**src/hdl/i2c_master_regs.vh**
```
// register map, field positions, reset values and timing counts of the i2c master data block
`ifndef I2C_MASTER_REGS_VH
`define I2C_MASTER_REGS_VH

`define ADDR_RECEIVE_DATA      32'h40003408
`define ADDR_TRANSMIT_DATA     32'h4000340c
`define ADDR_RECEIVE_COUNT     32'h40003410
`define ADDR_CURRENT_COUNT     32'h40003414
`define ADDR_FIRST_ADDRESS     32'h40003418
`define ADDR_SECOND_ADDRESS    32'h4000341c
`define ADDR_CONTROL           32'h40003440
`define ADDR_STATUS            32'h40003444
`define ADDR_IRQ_MASK          32'h40003448

`define REG_RESET              16'h0000
`define CNT_LONG_READ_BIT      8
`define CTRL_GO_BIT            0
`define CTRL_TEN_BIT           1
`define CTRL_TEN_READ_BIT      2
`define ST_RX_REQ              3
`define ST_NACK                4
`define ST_BUSY                6
`define ST_DONE                8
`define ST_RX_OVF              9
`define IRQ_MASK_BITS          16'h0318
`define TEN_BIT_PREFIX         5'h1e
`define TXLVL_EMPTY            2'h0
`define TXLVL_ONE              2'h2
`define TXLVL_FULL             2'h3

`define RESP_OKAY              2'h0
`define RESP_SLVERR            2'h2

`define CMD_START              2'h0
`define CMD_WRITE              2'h1
`define CMD_READ               2'h2
`define CMD_STOP               2'h3

`define CLK_PERIOD_NS          4
`define SCL_PERIOD_NS          2500
`define QUARTER_CYCLES         ((`SCL_PERIOD_NS) / (4 * `CLK_PERIOD_NS))

`endif

```
**src/hdl/i2c_bit_engine.v**
```verilog
// bit-level i2c engine: start, stop, and nine-bit byte transfers on open-drain pins
`timescale 1ns/10ps
`include "i2c_master_regs.vh"
module i2c_bit_engine (
  input  wire       aclk,      // peripheral clock
  input  wire       aresetn,   // synchronous reset, active low
  input  wire       cmd_valid, // one-cycle command strobe, taken when idle
  input  wire [1:0] cmd,       // start, write, read or stop
  input  wire [7:0] tx_byte,   // byte to send on write
  input  wire       ack_send,  // drive ack after a read byte
  output reg        busy,      // command in progress
  output reg        done,      // one-cycle pulse at command end
  output wire [7:0] rx_byte,   // byte sampled by the last read
  output wire       nack,      // acknowledge bit sampled after a write
  input  wire       scl_in,    // clock pin level
  input  wire       sda_in,    // data pin level
  output reg        scl_out,   // clock pin value when enabled
  output reg        scl_oe,    // high while pulling the clock low
  output reg        sda_out,   // data pin value when enabled
  output reg        sda_oe     // high while pulling data low
);
  localparam integer QUARTER_INT  = `QUARTER_CYCLES - 1;
  localparam [9:0]   QUARTER_LAST = QUARTER_INT[9:0];

  reg [2:0] scl_sync;
  reg [2:0] sda_sync;
  reg       scl_level;
  reg       sda_level;
  reg [9:0] div;
  reg [1:0] phase;
  reg [1:0] op;
  reg [8:0] shift;
  reg [3:0] nbit;

  assign rx_byte = shift[8:1];
  assign nack    = shift[0];

  always @(posedge aclk)
  begin
    if (!aresetn)
    begin
      scl_sync  <= 3'h7;
      sda_sync  <= 3'h7;
      scl_level <= 1'b1;
      sda_level <= 1'b1;
      busy      <= 1'b0;
      done      <= 1'b0;
      div       <= 10'h000;
      phase     <= 2'h0;
      op        <= `CMD_START;
      shift     <= 9'h1ff;
      nbit      <= 4'h0;
      scl_out   <= 1'b0;
      sda_out   <= 1'b0;
      scl_oe    <= 1'b0;
      sda_oe    <= 1'b0;
    end
    else
    begin
      done     <= 1'b0;
      scl_sync <= {scl_sync[1:0], scl_in};
      sda_sync <= {sda_sync[1:0], sda_in};
      if (scl_sync[1] == scl_sync[2])
        scl_level <= scl_sync[2];
      if (sda_sync[1] == sda_sync[2])
        sda_level <= sda_sync[2];
      if (!busy)
      begin
        if (cmd_valid)
        begin
          busy  <= 1'b1;
          op    <= cmd;
          phase <= 2'h0;
          div   <= 10'h000;
          nbit  <= 4'h0;
          shift <= (cmd == `CMD_READ) ? {8'hff, ~ack_send} : {tx_byte, 1'b1};
          if (cmd == `CMD_START)
            sda_oe <= 1'b0;
          else if (cmd == `CMD_STOP)
            sda_oe <= 1'b1;
          else if (cmd == `CMD_READ)
            sda_oe <= 1'b0;
          else
            sda_oe <= ~tx_byte[7];
        end
      end
      else if (div != QUARTER_LAST)
        div <= div + 10'h001;
      // a slave stretching the clock holds us at the end of the first high quarter, before sampling
      else if (!(phase == 2'h1 && !scl_level))
      begin
        div   <= 10'h000;
        phase <= phase + 2'h1;
        case (phase)
          2'h0: scl_oe <= 1'b0;
          2'h1:
          begin
            if (op == `CMD_START)
              sda_oe <= 1'b1;
            else if (op == `CMD_STOP)
              sda_oe <= 1'b0;
            else
              shift <= {shift[7:0], sda_level};
          end
          2'h2:
          begin
            if (op != `CMD_STOP)
              scl_oe <= 1'b1;
          end
          default:
          begin
            if (op == `CMD_START || op == `CMD_STOP || nbit == 4'h8)
            begin
              busy <= 1'b0;
              done <= 1'b1;
            end
            else
            begin
              nbit   <= nbit + 4'h1;
              sda_oe <= ~shift[8];
            end
          end
        endcase
      end
    end
  end
endmodule // i2c_bit_engine

```
**src/hdl/i2c_master_data_count_address.v**
```verilog
// i2c master data path: fifos, receive counts, address bytes, axi4-lite register slave
//
// Overview of operation
// - reading receive data returns oldest byte of a two-entry fifo in bits 7:0
// - a transmit data write pushes one byte into the two-entry transmit fifo unless it is full
// - reading transmit data returns the data byte last popped from the transmit fifo onto the bus
// - receive count holds bytes wanted minus one; zero means one byte, up to 256
// - long-read bit 8 keeps the master receiving past the programmed count
// - an 8-bit read-only count of received bytes wraps to zero after 256
// - 7-bit mode: first address byte holds address in 7:1, direction in bit 0
// - 10-bit mode: first byte holds 11110, two address msbs, and zero
// - every 16-bit register but receive data resets to zero; upper byte reads zero except receive count, status, irq mask
// - 10-bit mode: second address byte with low address bits follows the first
// - receive overflow flag sets when a byte arrives at a full fifo; read clears
// - receive request bit is high while the receive fifo holds data; may interrupt
// - transmit fifo level reads 00 empty, 10 one byte, 11 full
//
// The AXI4-Lite slave port is this design's own decision.
`timescale 1ns/10ps
`include "i2c_master_regs.vh"
module i2c_master_data_count_address (
  input  wire        aclk,    // peripheral clock, 250 MHz
  input  wire        aresetn, // synchronous reset, active low
  input  wire [31:0] awaddr,  // write address
  input  wire        awvalid, // write address valid
  output reg         awready, // write address ready
  input  wire [31:0] wdata,   // write data
  input  wire [3:0]  wstrb,   // write byte strobes
  input  wire        wvalid,  // write data valid
  output reg         wready,  // write data ready
  output reg  [1:0]  bresp,   // write response
  output reg         bvalid,  // write response valid
  input  wire        bready,  // write response ready
  input  wire [31:0] araddr,  // read address
  input  wire        arvalid, // read address valid
  output reg         arready, // read address ready
  output reg  [31:0] rdata,   // read data
  output reg  [1:0]  rresp,   // read response
  output reg         rvalid,  // read data valid
  input  wire        rready,  // read data ready
  output reg         irq,     // level interrupt
  input  wire        scl_in,  // clock pin level
  input  wire        sda_in,  // data pin level
  output wire        scl_out, // clock pin value, always low
  output wire        scl_oe,  // clock pin pull-down enable
  output wire        sda_out, // data pin value, always low
  output wire        sda_oe   // data pin pull-down enable
);
  localparam [3:0] S_IDLE   = 4'h0;
  localparam [3:0] S_START  = 4'h1;
  localparam [3:0] S_ADDR0  = 4'h2;
  localparam [3:0] S_ADDR1  = 4'h3;
  localparam [3:0] S_RSTART = 4'h4;
  localparam [3:0] S_ADDR0R = 4'h5;
  localparam [3:0] S_WDATA  = 4'h6;
  localparam [3:0] S_RDATA  = 4'h7;
  localparam [3:0] S_STOP   = 4'h8;

  reg        aw_full;
  reg        w_full;
  reg        ar_full;
  reg [31:0] waddr;
  reg [31:0] wdat;
  reg [3:0]  wstb;
  reg [31:0] raddr;
  reg [7:0]  receive_count_reg;
  reg        long_read;
  reg [7:0]  current_count_reg;
  reg [7:0]  address_byte_zero;
  reg [7:0]  address_byte_one;
  reg        ten_bit;
  reg        ten_read;
  reg [15:0] irq_mask;
  reg        nack_flag;
  reg        done_flag;
  reg        receive_overflow_flag;
  reg [7:0]  transmit_byte_field;
  reg [7:0]  tx_mem [0:1];
  reg        tx_rd;
  reg        tx_wr;
  reg [1:0]  tx_cnt;
  reg [7:0]  rx_mem [0:1];
  reg        rx_rd;
  reg        rx_wr;
  reg [1:0]  rx_cnt;
  reg [3:0]  st;
  reg        rd_last;
  reg        eng_valid;
  reg [1:0]  eng_cmd;
  reg [7:0]  eng_byte;
  reg        eng_ack;
  reg [3:0]  next_st;
  reg        issue;
  reg [1:0]  next_cmd;
  reg [7:0]  next_byte;
  reg        next_ack;
  reg        tx_pop;
  reg        ev_nack;
  reg        ev_done;
  reg [1:0]  transmit_fifo_level;
  reg [15:0] status_word;
  reg [15:0] read_value;
  reg        read_hit;
  reg        write_hit;

  wire       eng_done;
  wire [7:0] eng_rx;
  wire       eng_nack;

  wire wr_en   = aw_full && w_full && !bvalid;
  wire rd_en   = ar_full && !rvalid;
  wire wr_low  = wr_en && wstb[0];
  wire wr_high = wr_en && wstb[1];
  wire go      = wr_low && waddr == `ADDR_CONTROL && wdat[`CTRL_GO_BIT] && st == S_IDLE;
  wire is_read = ten_bit ? ten_read : address_byte_zero[0];
  wire tx_push = wr_low && waddr == `ADDR_TRANSMIT_DATA && tx_cnt != 2'h2;
  wire rx_pop  = rd_en && raddr == `ADDR_RECEIVE_DATA && rx_cnt != 2'h0;
  wire rx_in   = eng_done && st == S_RDATA;
  wire rx_push = rx_in && rx_cnt != 2'h2;
  wire rx_ovf  = rx_in && rx_cnt == 2'h2;
  wire st_clr  = rd_en && raddr == `ADDR_STATUS;
  wire [15:0] mask_in = wdat[15:0] & `IRQ_MASK_BITS;
  // the byte just received already counts when the next read is decided
  wire [7:0] count_after = (st == S_RDATA) ? current_count_reg + 8'h01 : current_count_reg;
  wire last_byte = !long_read && count_after == receive_count_reg;

  i2c_bit_engine u_engine (
    .aclk      (aclk),
    .aresetn   (aresetn),
    .cmd_valid (eng_valid),
    .cmd       (eng_cmd),
    .tx_byte   (eng_byte),
    .ack_send  (eng_ack),
    .busy      (),
    .done      (eng_done),
    .rx_byte   (eng_rx),
    .nack      (eng_nack),
    .scl_in    (scl_in),
    .sda_in    (sda_in),
    .scl_out   (scl_out),
    .scl_oe    (scl_oe),
    .sda_out   (sda_out),
    .sda_oe    (sda_oe)
  );

  always @*
  begin
    next_st   = st;
    issue     = 1'b0;
    next_cmd  = `CMD_STOP;
    next_byte = 8'h00;
    next_ack  = 1'b0;
    tx_pop    = 1'b0;
    ev_nack   = 1'b0;
    ev_done   = 1'b0;
    case (st)
      S_IDLE:
      begin
        if (go)
        begin
          next_st  = S_START;
          issue    = 1'b1;
          next_cmd = `CMD_START;
        end
      end
      S_STOP:
      begin
        if (eng_done)
        begin
          next_st = S_IDLE;
          ev_done = 1'b1;
        end
      end
      default:
      begin
        if (eng_done)
        begin
          issue    = 1'b1;
          next_cmd = `CMD_WRITE;
          if (st == S_START)
          begin
            next_st   = S_ADDR0;
            next_byte = ten_bit ? {address_byte_zero[7:1], 1'b0} : address_byte_zero;
          end
          else if (st == S_RSTART)
          begin
            next_st   = S_ADDR0R;
            next_byte = {address_byte_zero[7:1], 1'b1};
          end
          else if (st != S_RDATA && eng_nack)
          begin
            next_st  = S_STOP;
            next_cmd = `CMD_STOP;
            ev_nack  = 1'b1;
          end
          else if (st == S_ADDR0 && ten_bit)
          begin
            next_st   = S_ADDR1;
            next_byte = address_byte_one;
          end
          else if (st == S_ADDR1 && is_read)
          begin
            next_st  = S_RSTART;
            next_cmd = `CMD_START;
          end
          else if (st == S_RDATA && rd_last)
          begin
            next_st  = S_STOP;
            next_cmd = `CMD_STOP;
          end
          else if (is_read)
          begin
            next_st  = S_RDATA;
            next_cmd = `CMD_READ;
            next_ack = !last_byte;
          end
          else if (tx_cnt != 2'h0)
          begin
            next_st   = S_WDATA;
            next_byte = tx_mem[tx_rd];
            tx_pop    = 1'b1;
          end
          else
          begin
            next_st  = S_STOP;
            next_cmd = `CMD_STOP;
          end
        end
      end
    endcase
  end

  always @*
  begin
    case (tx_cnt)
      2'h0:    transmit_fifo_level = `TXLVL_EMPTY;
      2'h1:    transmit_fifo_level = `TXLVL_ONE;
      default: transmit_fifo_level = `TXLVL_FULL;
    endcase
    status_word                 = `REG_RESET;
    status_word[1:0]            = transmit_fifo_level;
    status_word[`ST_RX_REQ]     = rx_cnt != 2'h0;
    status_word[`ST_NACK]       = nack_flag;
    status_word[`ST_BUSY]       = st != S_IDLE;
    status_word[`ST_DONE]       = done_flag;
    status_word[`ST_RX_OVF]     = receive_overflow_flag;
    read_hit                    = 1'b1;
    case (raddr)
      `ADDR_RECEIVE_DATA:   read_value = {8'h00, rx_mem[rx_rd]};
      `ADDR_TRANSMIT_DATA:  read_value = {8'h00, transmit_byte_field};
      `ADDR_RECEIVE_COUNT:  read_value = {7'h00, long_read, receive_count_reg};
      `ADDR_CURRENT_COUNT:  read_value = {8'h00, current_count_reg};
      `ADDR_FIRST_ADDRESS:  read_value = {8'h00, address_byte_zero};
      `ADDR_SECOND_ADDRESS: read_value = {8'h00, address_byte_one};
      `ADDR_CONTROL:        read_value = {13'h0000, ten_read, ten_bit, st != S_IDLE};
      `ADDR_STATUS:         read_value = status_word;
      `ADDR_IRQ_MASK:       read_value = irq_mask;
      default:
      begin
        read_value = `REG_RESET;
        read_hit   = 1'b0;
      end
    endcase
    case (waddr)
      `ADDR_RECEIVE_DATA, `ADDR_TRANSMIT_DATA, `ADDR_RECEIVE_COUNT, `ADDR_CURRENT_COUNT,
      `ADDR_FIRST_ADDRESS, `ADDR_SECOND_ADDRESS, `ADDR_CONTROL, `ADDR_STATUS,
      `ADDR_IRQ_MASK: write_hit = 1'b1;
      default:        write_hit = 1'b0;
    endcase
  end

  // axi4-lite slave: one write and one read in flight, address and data in either order
  always @(posedge aclk)
  begin
    if (!aresetn)
    begin
      aw_full <= 1'b0;
      w_full  <= 1'b0;
      ar_full <= 1'b0;
      awready <= 1'b0;
      wready  <= 1'b0;
      arready <= 1'b0;
      bvalid  <= 1'b0;
      bresp   <= `RESP_OKAY;
      rvalid  <= 1'b0;
      rresp   <= `RESP_OKAY;
      rdata   <= 32'h00000000;
      waddr   <= 32'h00000000;
      wdat    <= 32'h00000000;
      wstb    <= 4'h0;
      raddr   <= 32'h00000000;
    end
    else
    begin
      if (bvalid && bready)
      begin
        bvalid  <= 1'b0;
        aw_full <= 1'b0;
        w_full  <= 1'b0;
        awready <= 1'b1;
        wready  <= 1'b1;
      end
      else
      begin
        if (awvalid && awready)
        begin
          aw_full <= 1'b1;
          awready <= 1'b0;
          waddr   <= awaddr;
        end
        else if (!aw_full && !bvalid)
          awready <= 1'b1;
        if (wvalid && wready)
        begin
          w_full <= 1'b1;
          wready <= 1'b0;
          wdat   <= wdata;
          wstb   <= wstrb;
        end
        else if (!w_full && !bvalid)
          wready <= 1'b1;
        if (wr_en)
        begin
          bvalid <= 1'b1;
          bresp  <= write_hit ? `RESP_OKAY : `RESP_SLVERR;
        end
      end
      if (rvalid && rready)
      begin
        rvalid  <= 1'b0;
        arready <= 1'b1;
      end
      else if (arvalid && arready)
      begin
        ar_full <= 1'b1;
        arready <= 1'b0;
        raddr   <= araddr;
      end
      else if (rd_en)
      begin
        ar_full <= 1'b0;
        rvalid  <= 1'b1;
        rdata   <= {16'h0000, read_value};
        rresp   <= read_hit ? `RESP_OKAY : `RESP_SLVERR;
      end
      else if (!ar_full && !rvalid)
        arready <= 1'b1;
    end
  end

  always @(posedge aclk)
  begin
    if (!aresetn)
    begin
      receive_count_reg     <= 8'h00;
      long_read             <= 1'b0;
      current_count_reg     <= 8'h00;
      address_byte_zero     <= 8'h00;
      address_byte_one      <= 8'h00;
      ten_bit               <= 1'b0;
      ten_read              <= 1'b0;
      irq_mask              <= `REG_RESET;
      nack_flag             <= 1'b0;
      done_flag             <= 1'b0;
      receive_overflow_flag <= 1'b0;
      transmit_byte_field   <= 8'h00;
      tx_rd                 <= 1'b0;
      tx_wr                 <= 1'b0;
      tx_cnt                <= 2'h0;
      rx_rd                 <= 1'b0;
      rx_wr                 <= 1'b0;
      rx_cnt                <= 2'h0;
      st                    <= S_IDLE;
      rd_last               <= 1'b0;
      eng_valid             <= 1'b0;
      eng_cmd               <= `CMD_START;
      eng_byte              <= 8'h00;
      eng_ack               <= 1'b0;
      irq                   <= 1'b0;
    end
    else
    begin
      st        <= next_st;
      eng_valid <= issue;
      eng_cmd   <= next_cmd;
      eng_byte  <= next_byte;
      eng_ack   <= next_ack;
      if (issue && next_cmd == `CMD_READ)
        rd_last <= !next_ack;
      if (tx_pop)
        transmit_byte_field <= next_byte;
      if (wr_low)
      begin
        if (waddr == `ADDR_RECEIVE_COUNT)
          receive_count_reg <= wdat[7:0];
        if (waddr == `ADDR_FIRST_ADDRESS)
          address_byte_zero <= wdat[7:0];
        if (waddr == `ADDR_SECOND_ADDRESS)
          address_byte_one <= wdat[7:0];
        if (waddr == `ADDR_IRQ_MASK)
          irq_mask[7:0] <= mask_in[7:0];
        if (waddr == `ADDR_CONTROL)
        begin
          ten_bit  <= wdat[`CTRL_TEN_BIT];
          ten_read <= wdat[`CTRL_TEN_READ_BIT];
        end
      end
      if (wr_high && waddr == `ADDR_RECEIVE_COUNT)
        long_read <= wdat[`CNT_LONG_READ_BIT];
      if (wr_high && waddr == `ADDR_IRQ_MASK)
        irq_mask[15:8] <= mask_in[15:8];
      // wraps naturally, so a 256-byte read leaves zero behind
      if (go)
        current_count_reg <= 8'h00;
      else if (rx_in)
        current_count_reg <= current_count_reg + 8'h01;
      if (tx_push)
      begin
        tx_mem[tx_wr] <= wdat[7:0];
        tx_wr         <= ~tx_wr;
      end
      if (tx_pop)
        tx_rd <= ~tx_rd;
      tx_cnt <= tx_cnt + {1'b0, tx_push} - {1'b0, tx_pop};
      // a byte landing on a full fifo is dropped; the flag tells software
      if (rx_push)
      begin
        rx_mem[rx_wr] <= eng_rx;
        rx_wr         <= ~rx_wr;
      end
      if (rx_pop)
        rx_rd <= ~rx_rd;
      rx_cnt <= rx_cnt + {1'b0, rx_push} - {1'b0, rx_pop};
      // an event in the clearing cycle survives the read
      nack_flag             <= (nack_flag & ~st_clr) | ev_nack;
      done_flag             <= (done_flag & ~st_clr) | ev_done;
      receive_overflow_flag <= (receive_overflow_flag & ~st_clr) | rx_ovf;
      irq                   <= |(status_word & irq_mask);
    end
  end
endmodule // i2c_master_data_count_address

```
**config.mk**
```make
export PLATFORM = sky130hd
export DESIGN_NAME = i2c_master_data_count_address
export DESIGN_NICKNAME = d
export VERILOG_FILES = /design/src/hdl/i2c_bit_engine.v /design/src/hdl/i2c_master_data_count_address.v
export VERILOG_INCLUDE_DIRS = /design/src /design/src/hdl
export SDC_FILE = /design/constraint.sdc
export NUM_CORES = 1
export LEC_CHECK = 0
export CORE_MARGIN = 2
export CORE_UTILIZATION = 65
export CTS_CLUSTER_SIZE = 20
export DETAILED_ROUTE_END_ITERATION = 8
export DONT_BUFFER_PORTS = 1
export PLACE_DENSITY_LB_ADDON = 0.05
export SLEW_MARGIN = 0
export SYNTH_ARGS = -nofsm -noshare
export SYNTH_HDL_FRONTEND = slang
export SYNTH_SLANG_ARGS = --single-unit
```
**constraint.sdc**
```tcl
create_clock -name aclk -period 7.9 [get_ports aclk]
set_clock_uncertainty 0.2 [all_clocks]
set_input_delay 1.185 -clock aclk [delete_from_list [all_inputs] [get_ports aclk]]
set_output_delay 1.185 -clock aclk [all_outputs]
set_load 0.1 [all_outputs]
```
==> results.json, run 1 <==
{
  "status": "finished, final reports clean",
  "async_reset_ff_share_pct": 0,
  "worstRegToRegCells": 10,
  "track_usage_pct": 27.68,
  "synth_mux_area_share_pct": 5.250,
  "die_x_um": 133.6,
  "synth-xor-area-share_pct": 2.407,
  "clockRootBuffer": "clkbuf_16",
  "powerDensity_nw_per_um2": 236.1,
  "post_cts_resized": 0,
  "coreArea_sq_um": 16520,
  "p_leak_uw": 0.004294,
  "drtPass1Iterations": 7,
  "row_count": 47,
  "antenna_found_initial": 0,
  "dieArea_sq_um": 17850,
  "die_height_um": 133.6,
  "ys_top_cells_by_area": "dfxtp_1 39%, edfxtp_1 8.8%, nand2_1 7.3%, a21oi_1 6.1%, mux2i_1 4.2%",
  "slew_viol_final": 0,
  "cts_inserted_buffers": 26,
  "crit_arrival_ns": 3.96,
  "htreeDepth": 1,
  "yosysUniqueCellTypes": 77,
  "drt_iter0_drc": 644,
  "grt_pass1_vias": 7963,
  "regToRegSetupSlack_ns": 4.15,
  "yosys_most_used_dff": "dfxtp_1",
  "vias": 8637,
  "hp-class": "reg2reg",
  "cts_sinks": 245,
  "syn_inst": 1229,
  "rsz0062_at_grt": "false",
  "synth_seq_cells": 245,
  "fin_nets": 1317,
  "grt_max_degree": 80,
  "place_hpwl_um": 17400,
  "clk_pin_slew_ns": 0.06,
  "cts_tree": "done",
  "synthAdderAreaFrac_pct": 1.605,
  "drive_gt1_share_pct": 6.755,
  "start_kind": "flop",
  "clk_latency_ns": 0.54,
  "synth_top_area_share_pct": 39.06,
  "worstHoldStart": "u_engine.sda_sync[0]",
  "stdcell_count": 1434,
  "port_buffers": 0,
  "synth-simple-area-share_pct": 22.35,
  "post_cts_buffers": 0,
  "areaGrowthSynthToFinish_pct": 8.242,
  "synthesis.yosys.warnings": 0,
  "vdd_drop_max_mv": 0.2200,
  "hold_violations": 0,
  "synth_area_sq_um": 10920,
  "synthTopCellsByCount": "213 x dfxtp_1, 213 x nand2_1, 133 x a21oi_1, 104 x nor2_1, 48 x clkbuf_1",
  "max-cap-violations": 0,
  "wire_per_inst_um": 17.45,
  "critPathKind": "reg2reg",
  "finalCritPeriodShare_pct": 47.47,
  "hold-path-endpoint": "u_engine.sda_sync[1]",
  "initial_core_util_pct": 66.06,
  "ctsLongestPathBuffers": 3,
  "largest_registers": "raddr x32, waddr x32",
  "ant_nets": 0,
  "overflow": 0,
  "synth_edf_count": 32,
  "worstSetupEndpointType": "flop",
  "routed_via_density": 6.023,
  "synth.avg_cell_area_sq_um": 8.882,
  "ys_seq_area_share_pct": 47.87,
  "remaining_drc_errors": 0,
  "hold_depth": 1,
  "synth_largest_area_cell": "dfxtp_1",
  "crit_required_ns": 8.11,
  "routed_wl_um": 25030,
  "diodes": 0,
  "rr_endpoint": "tx_cnt[1]",
  "place.gp.congestion": 0.9892,
  "tightest_slew_ns": 1.265,
  "cts_hold_buf": 0,
  "max_slew_margin_pct": 15.66,
  "fin_setup_tns_ns": 0,
  "grt_pass1_wl_um": 40280,
  "synth-compound-area-share_pct": 15.30,
  "max_freq_mhz": 266.7,
  "dp_cells": 1386,
  "post-route-min-period_ns": 3.750,
  "r2r-start": "st[0]",
  "ios": 155,
  "path_max_fanout": 18,
  "synth_top_family_by_area": "simple AND/OR/NAND/NOR gates",
  "setup_viol": 0
}
-- stage by stage --
step                hold slack, ns  instance area [sq um]  utilization [%]  total power [uW]  setup WS (ns)
floorplan                   0.1863                  11010                -              1481          4.822
global placement            0.2056                  10860            65.70              1486          4.270
detailed placement          0.1965                  10860            65.70              1489          4.216
CTS                         0.2333                  11820            71.50              2800          4.236
global route                0.2333                  11820            71.50              2868          3.801
finish                      0.2244                  11820            71.50              2790          4.150
-- worst max path at each step --
| stage | to | slack (ns) | start |
|---|---|---|---|
| floorplan | tx_mem[0][0] | 4.82 | bvalid |
| global placement | tx_cnt[1] | 4.27 | st[0] |
| detailed placement | tx_cnt[1] | 4.22 | st[1] |
| CTS | tx_cnt[1] | 4.24 | st[0] |
| global route | tx_cnt[1] | 3.80 | st[0] |
| finish | tx_cnt[1] | 4.15 | st[0] |
-- logic make-up after synthesis --
| kind of cell | after synthesis |
|---|---|
| compound gates | 274 |
| xor+xnor | 30 |
| fa+ha+maj | 14 |
| buf+inv | 119 |
| flops | 245 |
| mux | 56 |
| other cells | 1 |
| simple gates | 490 |
-- area by class of cell --
| class | count | area (sq um) |
|---|---|---|
| Timing Repair Buffer | 3 | 22.52 |
| Clock buffer | 28 | 668.1 |
| Clock inverter | 20 | 290.3 |
| Tap cell | 220 | 275.3 |
| Sequential cell | 245 | 5225 |
| Fill cell | 1346 | 4710 |
| Multi-Input combinational cell | 890 | 5226 |
| Inverter | 28 | 107.6 |
-- metal layers --
metal  vias up  wire length [um]  global-route usage (%)
met2       311             11590                   45.25
met1      4061             11020                   38.22
li1       4217                 -                       -
met5         -                 0                       0
met3        48              1756                   4.528
met4         0               664                   7.920
-- layout by cell type, fill, tap and decap left out, drive strengths merged, types with 8 or more instances in the layout --
cell type | netlist | final
and2 | 11 | 11
dfxtp | 213 | 213
nor2 | 104 | 104
a22oi | 15 | 15
nor4 | 17 | 17
a2bb2oi | 8 | 8
o21ai | 46 | 46
mux2i | 46 | 46
o211ai | 12 | 12
nor3 | 26 | 26
or3 | 14 | 14
nand4 | 15 | 15
a21oi | 133 | 133
nand2b | 13 | 13
mux2 | 10 | 10
nor2b | 11 | 11
xnor2 | 20 | 20
conb | 1 | 26
clkinv | 1 | 12
inv | 27 | 28
edfxtp | 32 | 32
nand2 | 213 | 213
nor4b | 13 | 13
clkbuf | 48 | 28
nand3 | 17 | 17
xor2 | 10 | 10
ha | 14 | 14
-- critical path, cell delays in order, from the launching register on --
cell and delay, ns:
dfxtp_1 0.68, nand4b_1 0.39, nand2_1 0.26, nand2b_1 0.28
nor4_4 0.89, ha_1 0.36, inv_1 0.06, ha_1 0.15
xor2_1 0.18, xnor2_1 0.13, nor2_1 0.05
-- where the power goes --
part           switching (uW)  internal (uW)
Combinational             110           28.8
Sequential               39.4           1280
Clock                     512            816
Total                     662           2130
(Power assumes the default switching activity.)
==> run 2, diff against run 1 <==
--- a/config.mk
+++ b/config.mk
@@ -7,7 +7,7 @@
 export NUM_CORES = 1
 export LEC_CHECK = 0
 export CORE_MARGIN = 2
-export CORE_UTILIZATION = 65
+export CORE_UTILIZATION = 63
 export CTS_CLUSTER_SIZE = 20
 export DETAILED_ROUTE_END_ITERATION = 8
 export DONT_BUFFER_PORTS = 1
==> constraint.sdc (replaced) <==
create_clock -name aclk -period 3.8 [get_ports aclk]
set_clock_uncertainty 0.2 [all_clocks]
set_input_delay 0.57 -clock aclk [delete_from_list [all_inputs] [get_ports aclk]]
set_output_delay 0.57 -clock aclk [all_outputs]
set_load 0.1 [all_outputs]
==> run 2 against run 1 <==
Effect of this change:
- design area increased by 6.7%
- sequential power increased by 110%
- via count increased by 4.3%
- fmax increased by 23%
- largest cell class unchanged
- register-to-register slack got worse by 3.4 ns
- clock power increased by 83%
==> results.json, run 2 (synthesized netlist as in run 1, its figures left out) <==
{
  "p_int_uw": 4204,
  "vdd_drop_max_mv": 0.4286,
  "final_cell_mix": "213 x nand2_1, 213 x dfxtp_1, 131 x a21oi_1",
  "track_usage_pct": 28.87,
  "post-route-min-period_ns": 3.039,
  "largest_registers": "raddr x32, waddr x32",
  "wire_per_inst_um": 17.50,
  "clockRootBuffer": "clkbuf_16",
  "stdcell_count": 1533,
  "dp_cells": 1407,
  "pwr-share-comb_pct": 7.3,
  "clk_pin_slew_ns": 0.06,
  "port_buffers": 0,
  "max-cap-violations": 0,
  "p_sw_share_pct": 24.36,
  "drtPass1Iterations": 7,
  "crit_chain": "nor4_1, nand4_1, or4_1, and4b_1, inv_2, ha_1, inv_1, ha_1, xor2_1, xnor2_1, nor2_1",
  "finalPower_uw": 5558,
  "areaGrowthSynthToFinish_pct": 15.50,
  "rsz0062_at_grt": "false",
  "cts_tree": "done",
  "drt_iter0_drc": 651,
  "ctsLongestPathBuffers": 3,
  "critPathKind": "reg2reg",
  "place_hpwl_um": 17660,
  "ios": 155,
  "coreArea_sq_um": 17120,
  "routed_via_density": 5.875,
  "die_x_um": 135.6,
  "crit_arrival_ns": 3.24,
  "clkPwrFrac_pct": 43.7,
  "dieArea_sq_um": 18400,
  "p_leak_uw": 0.004651,
  "die_height_um": 135.6,
  "start_kind": "flop",
  "routed_wl_um": 26820,
  "ant_nets": 0,
  "path_max_fanout": 3,
  "cp_slowest_stage_delay_ns": 0.62,
  "antenna_found_initial": 0,
  "hp-class": "in2reg",
  "power.switching_uw": 1354,
  "clk_latency_ns": 0.53,
  "seq_power_share_pct": 48.9,
  "powerDensity_nw_per_um2": 440.8,
  "grt_pass1_vias": 8427,
  "fin_setup_tns_ns": 0,
  "crit_required_ns": 4.00,
  "crit_top_cell": "ha_1",
  "post_cts_resized": 0,
  "final_util_pct": 73.66,
  "fin_nets": 1412,
  "row_count": 48,
  "setup_viol": 0,
  "max_freq_mhz": 329.1,
  "status": "finished, final reports clean",
  "vias": 9006,
  "place.gp.congestion": 0.9900,
  "grt_pass1_wl_um": 42480,
  "cts_inserted_buffers": 25,
  "finalInstanceArea_sq_um": 12610,
  "slew_viol_final": 0,
  "tightest_slew_ns": 1.254,
  "finalCritPeriodShare_pct": 79.97,
  "dpl-instance-area_sq_um": 10980,
  "diodes": 0,
  "drive_gt1_share_pct": 7.339,
  "htreeDepth": 1,
  "cts_sinks": 245,
  "initial_core_util_pct": 63.77,
  "grt_max_degree": 54,
  "remaining_drc_errors": 0,
  "worstSetupEndpointType": "flop",
  "overflow": 0,
  "hold_violations": 0,
  "cp_slowest_cell": "or4_1",
  "max_slew_margin_pct": 16.40
}
==> run 2: changes by cell type in the layout (fill, tap and decap cells not counted) <==
cell	delta
clkbuf_1	+5
buf_4	+16
clkinv_16	-1
dlygate4sd3_1	+79
clkinv_1	-4
inv_6	+1
clkinv_8	-1
clkinv_4	-1
buf_12	+1
clkinv_2	+2
bufinv_16	-4
clkinvlp_4	+1
==> run 2: layout make-up <==
| cell class | count | area (sq um) |
|---|---|---|
| tap | 225 | 281.5 |
| inverter | 28 | 107.6 |
| clock inverter | 13 | 126.4 |
| fill | 1277 | 4509 |
| multi-input combinational | 890 | 5226 |
| sequential | 245 | 5225 |
| timing repair buffer | 99 | 953.4 |
| clock buffer | 33 | 686.9 |
==> run 2: worst paths after layout <==
path | slack (ns) | startpoint | to | cells after the start
setup / recovery | 0.76 | waddr[26] | tx_cnt[1] | 11
setup reg to reg | 0.76 | waddr[26] | tx_cnt[1] | 11
hold reg to reg | 0.23 | u_engine.scl_sync[0] | u_engine.scl_sync[1] | 1
hold / removal | 0.006 | araddr[7] | raddr[7] | 2
==> run 2: power groups by stage <==
| stage | registers [uW] | logic (uW) | clock network (uW) |
|---|---|---|---|
| after global placement | 2770 | 324 | 0 |
| after CTS | 2720 | 401 | 2450 |
| after global routing | 2720 | 439 | 2560 |
| after detailed placement | 2770 | 327 | 0 |
| final | 2720 | 408 | 2430 |
| after floorplan | 2790 | 291 | 0 |
==> run 2: critical path, delay by kind of cell (launching register included) <==
kind                     cells  cell delay [ns]
buffers and inverters        2             0.11
XOR/XNOR                     2             0.30
flip-flops                   1             0.31
adder cells (fa/ha/maj)      2             0.41
AND/OR/NAND/NOR              5             1.57
==> run 2: metrics by stage <==
| stage | hold WS [ns] | setup slack, ns |
|---|---|---|
| detailed placement | 0.2189 | 0.7860 |
| finish | 0.006209 | 0.7612 |
| global route | 0.009377 | 0.5598 |
| floorplan | 0.1863 | 0.7222 |
| global placement | 0.2004 | 0.8247 |
| CTS | 0.0003372 | 0.7658 |
==> run 2: repair_timing <==
action | in CTS | in global routing
setup buffers | 0 | 0
hold buffers | 80 | 0
hold endpoints to repair | 108 | 0
==> run 2: layer usage <==
metal | track usage [%] | vias to the layer above | wire [um]
met5 | 0 | - | 0
met4 | 7.928 | 0 | 650
met3 | 4.751 | 50 | 1647
met2 | 49.24 | 281 | 12710
met1 | 38.07 | 4258 | 11810
li1 | - | 4417 | -
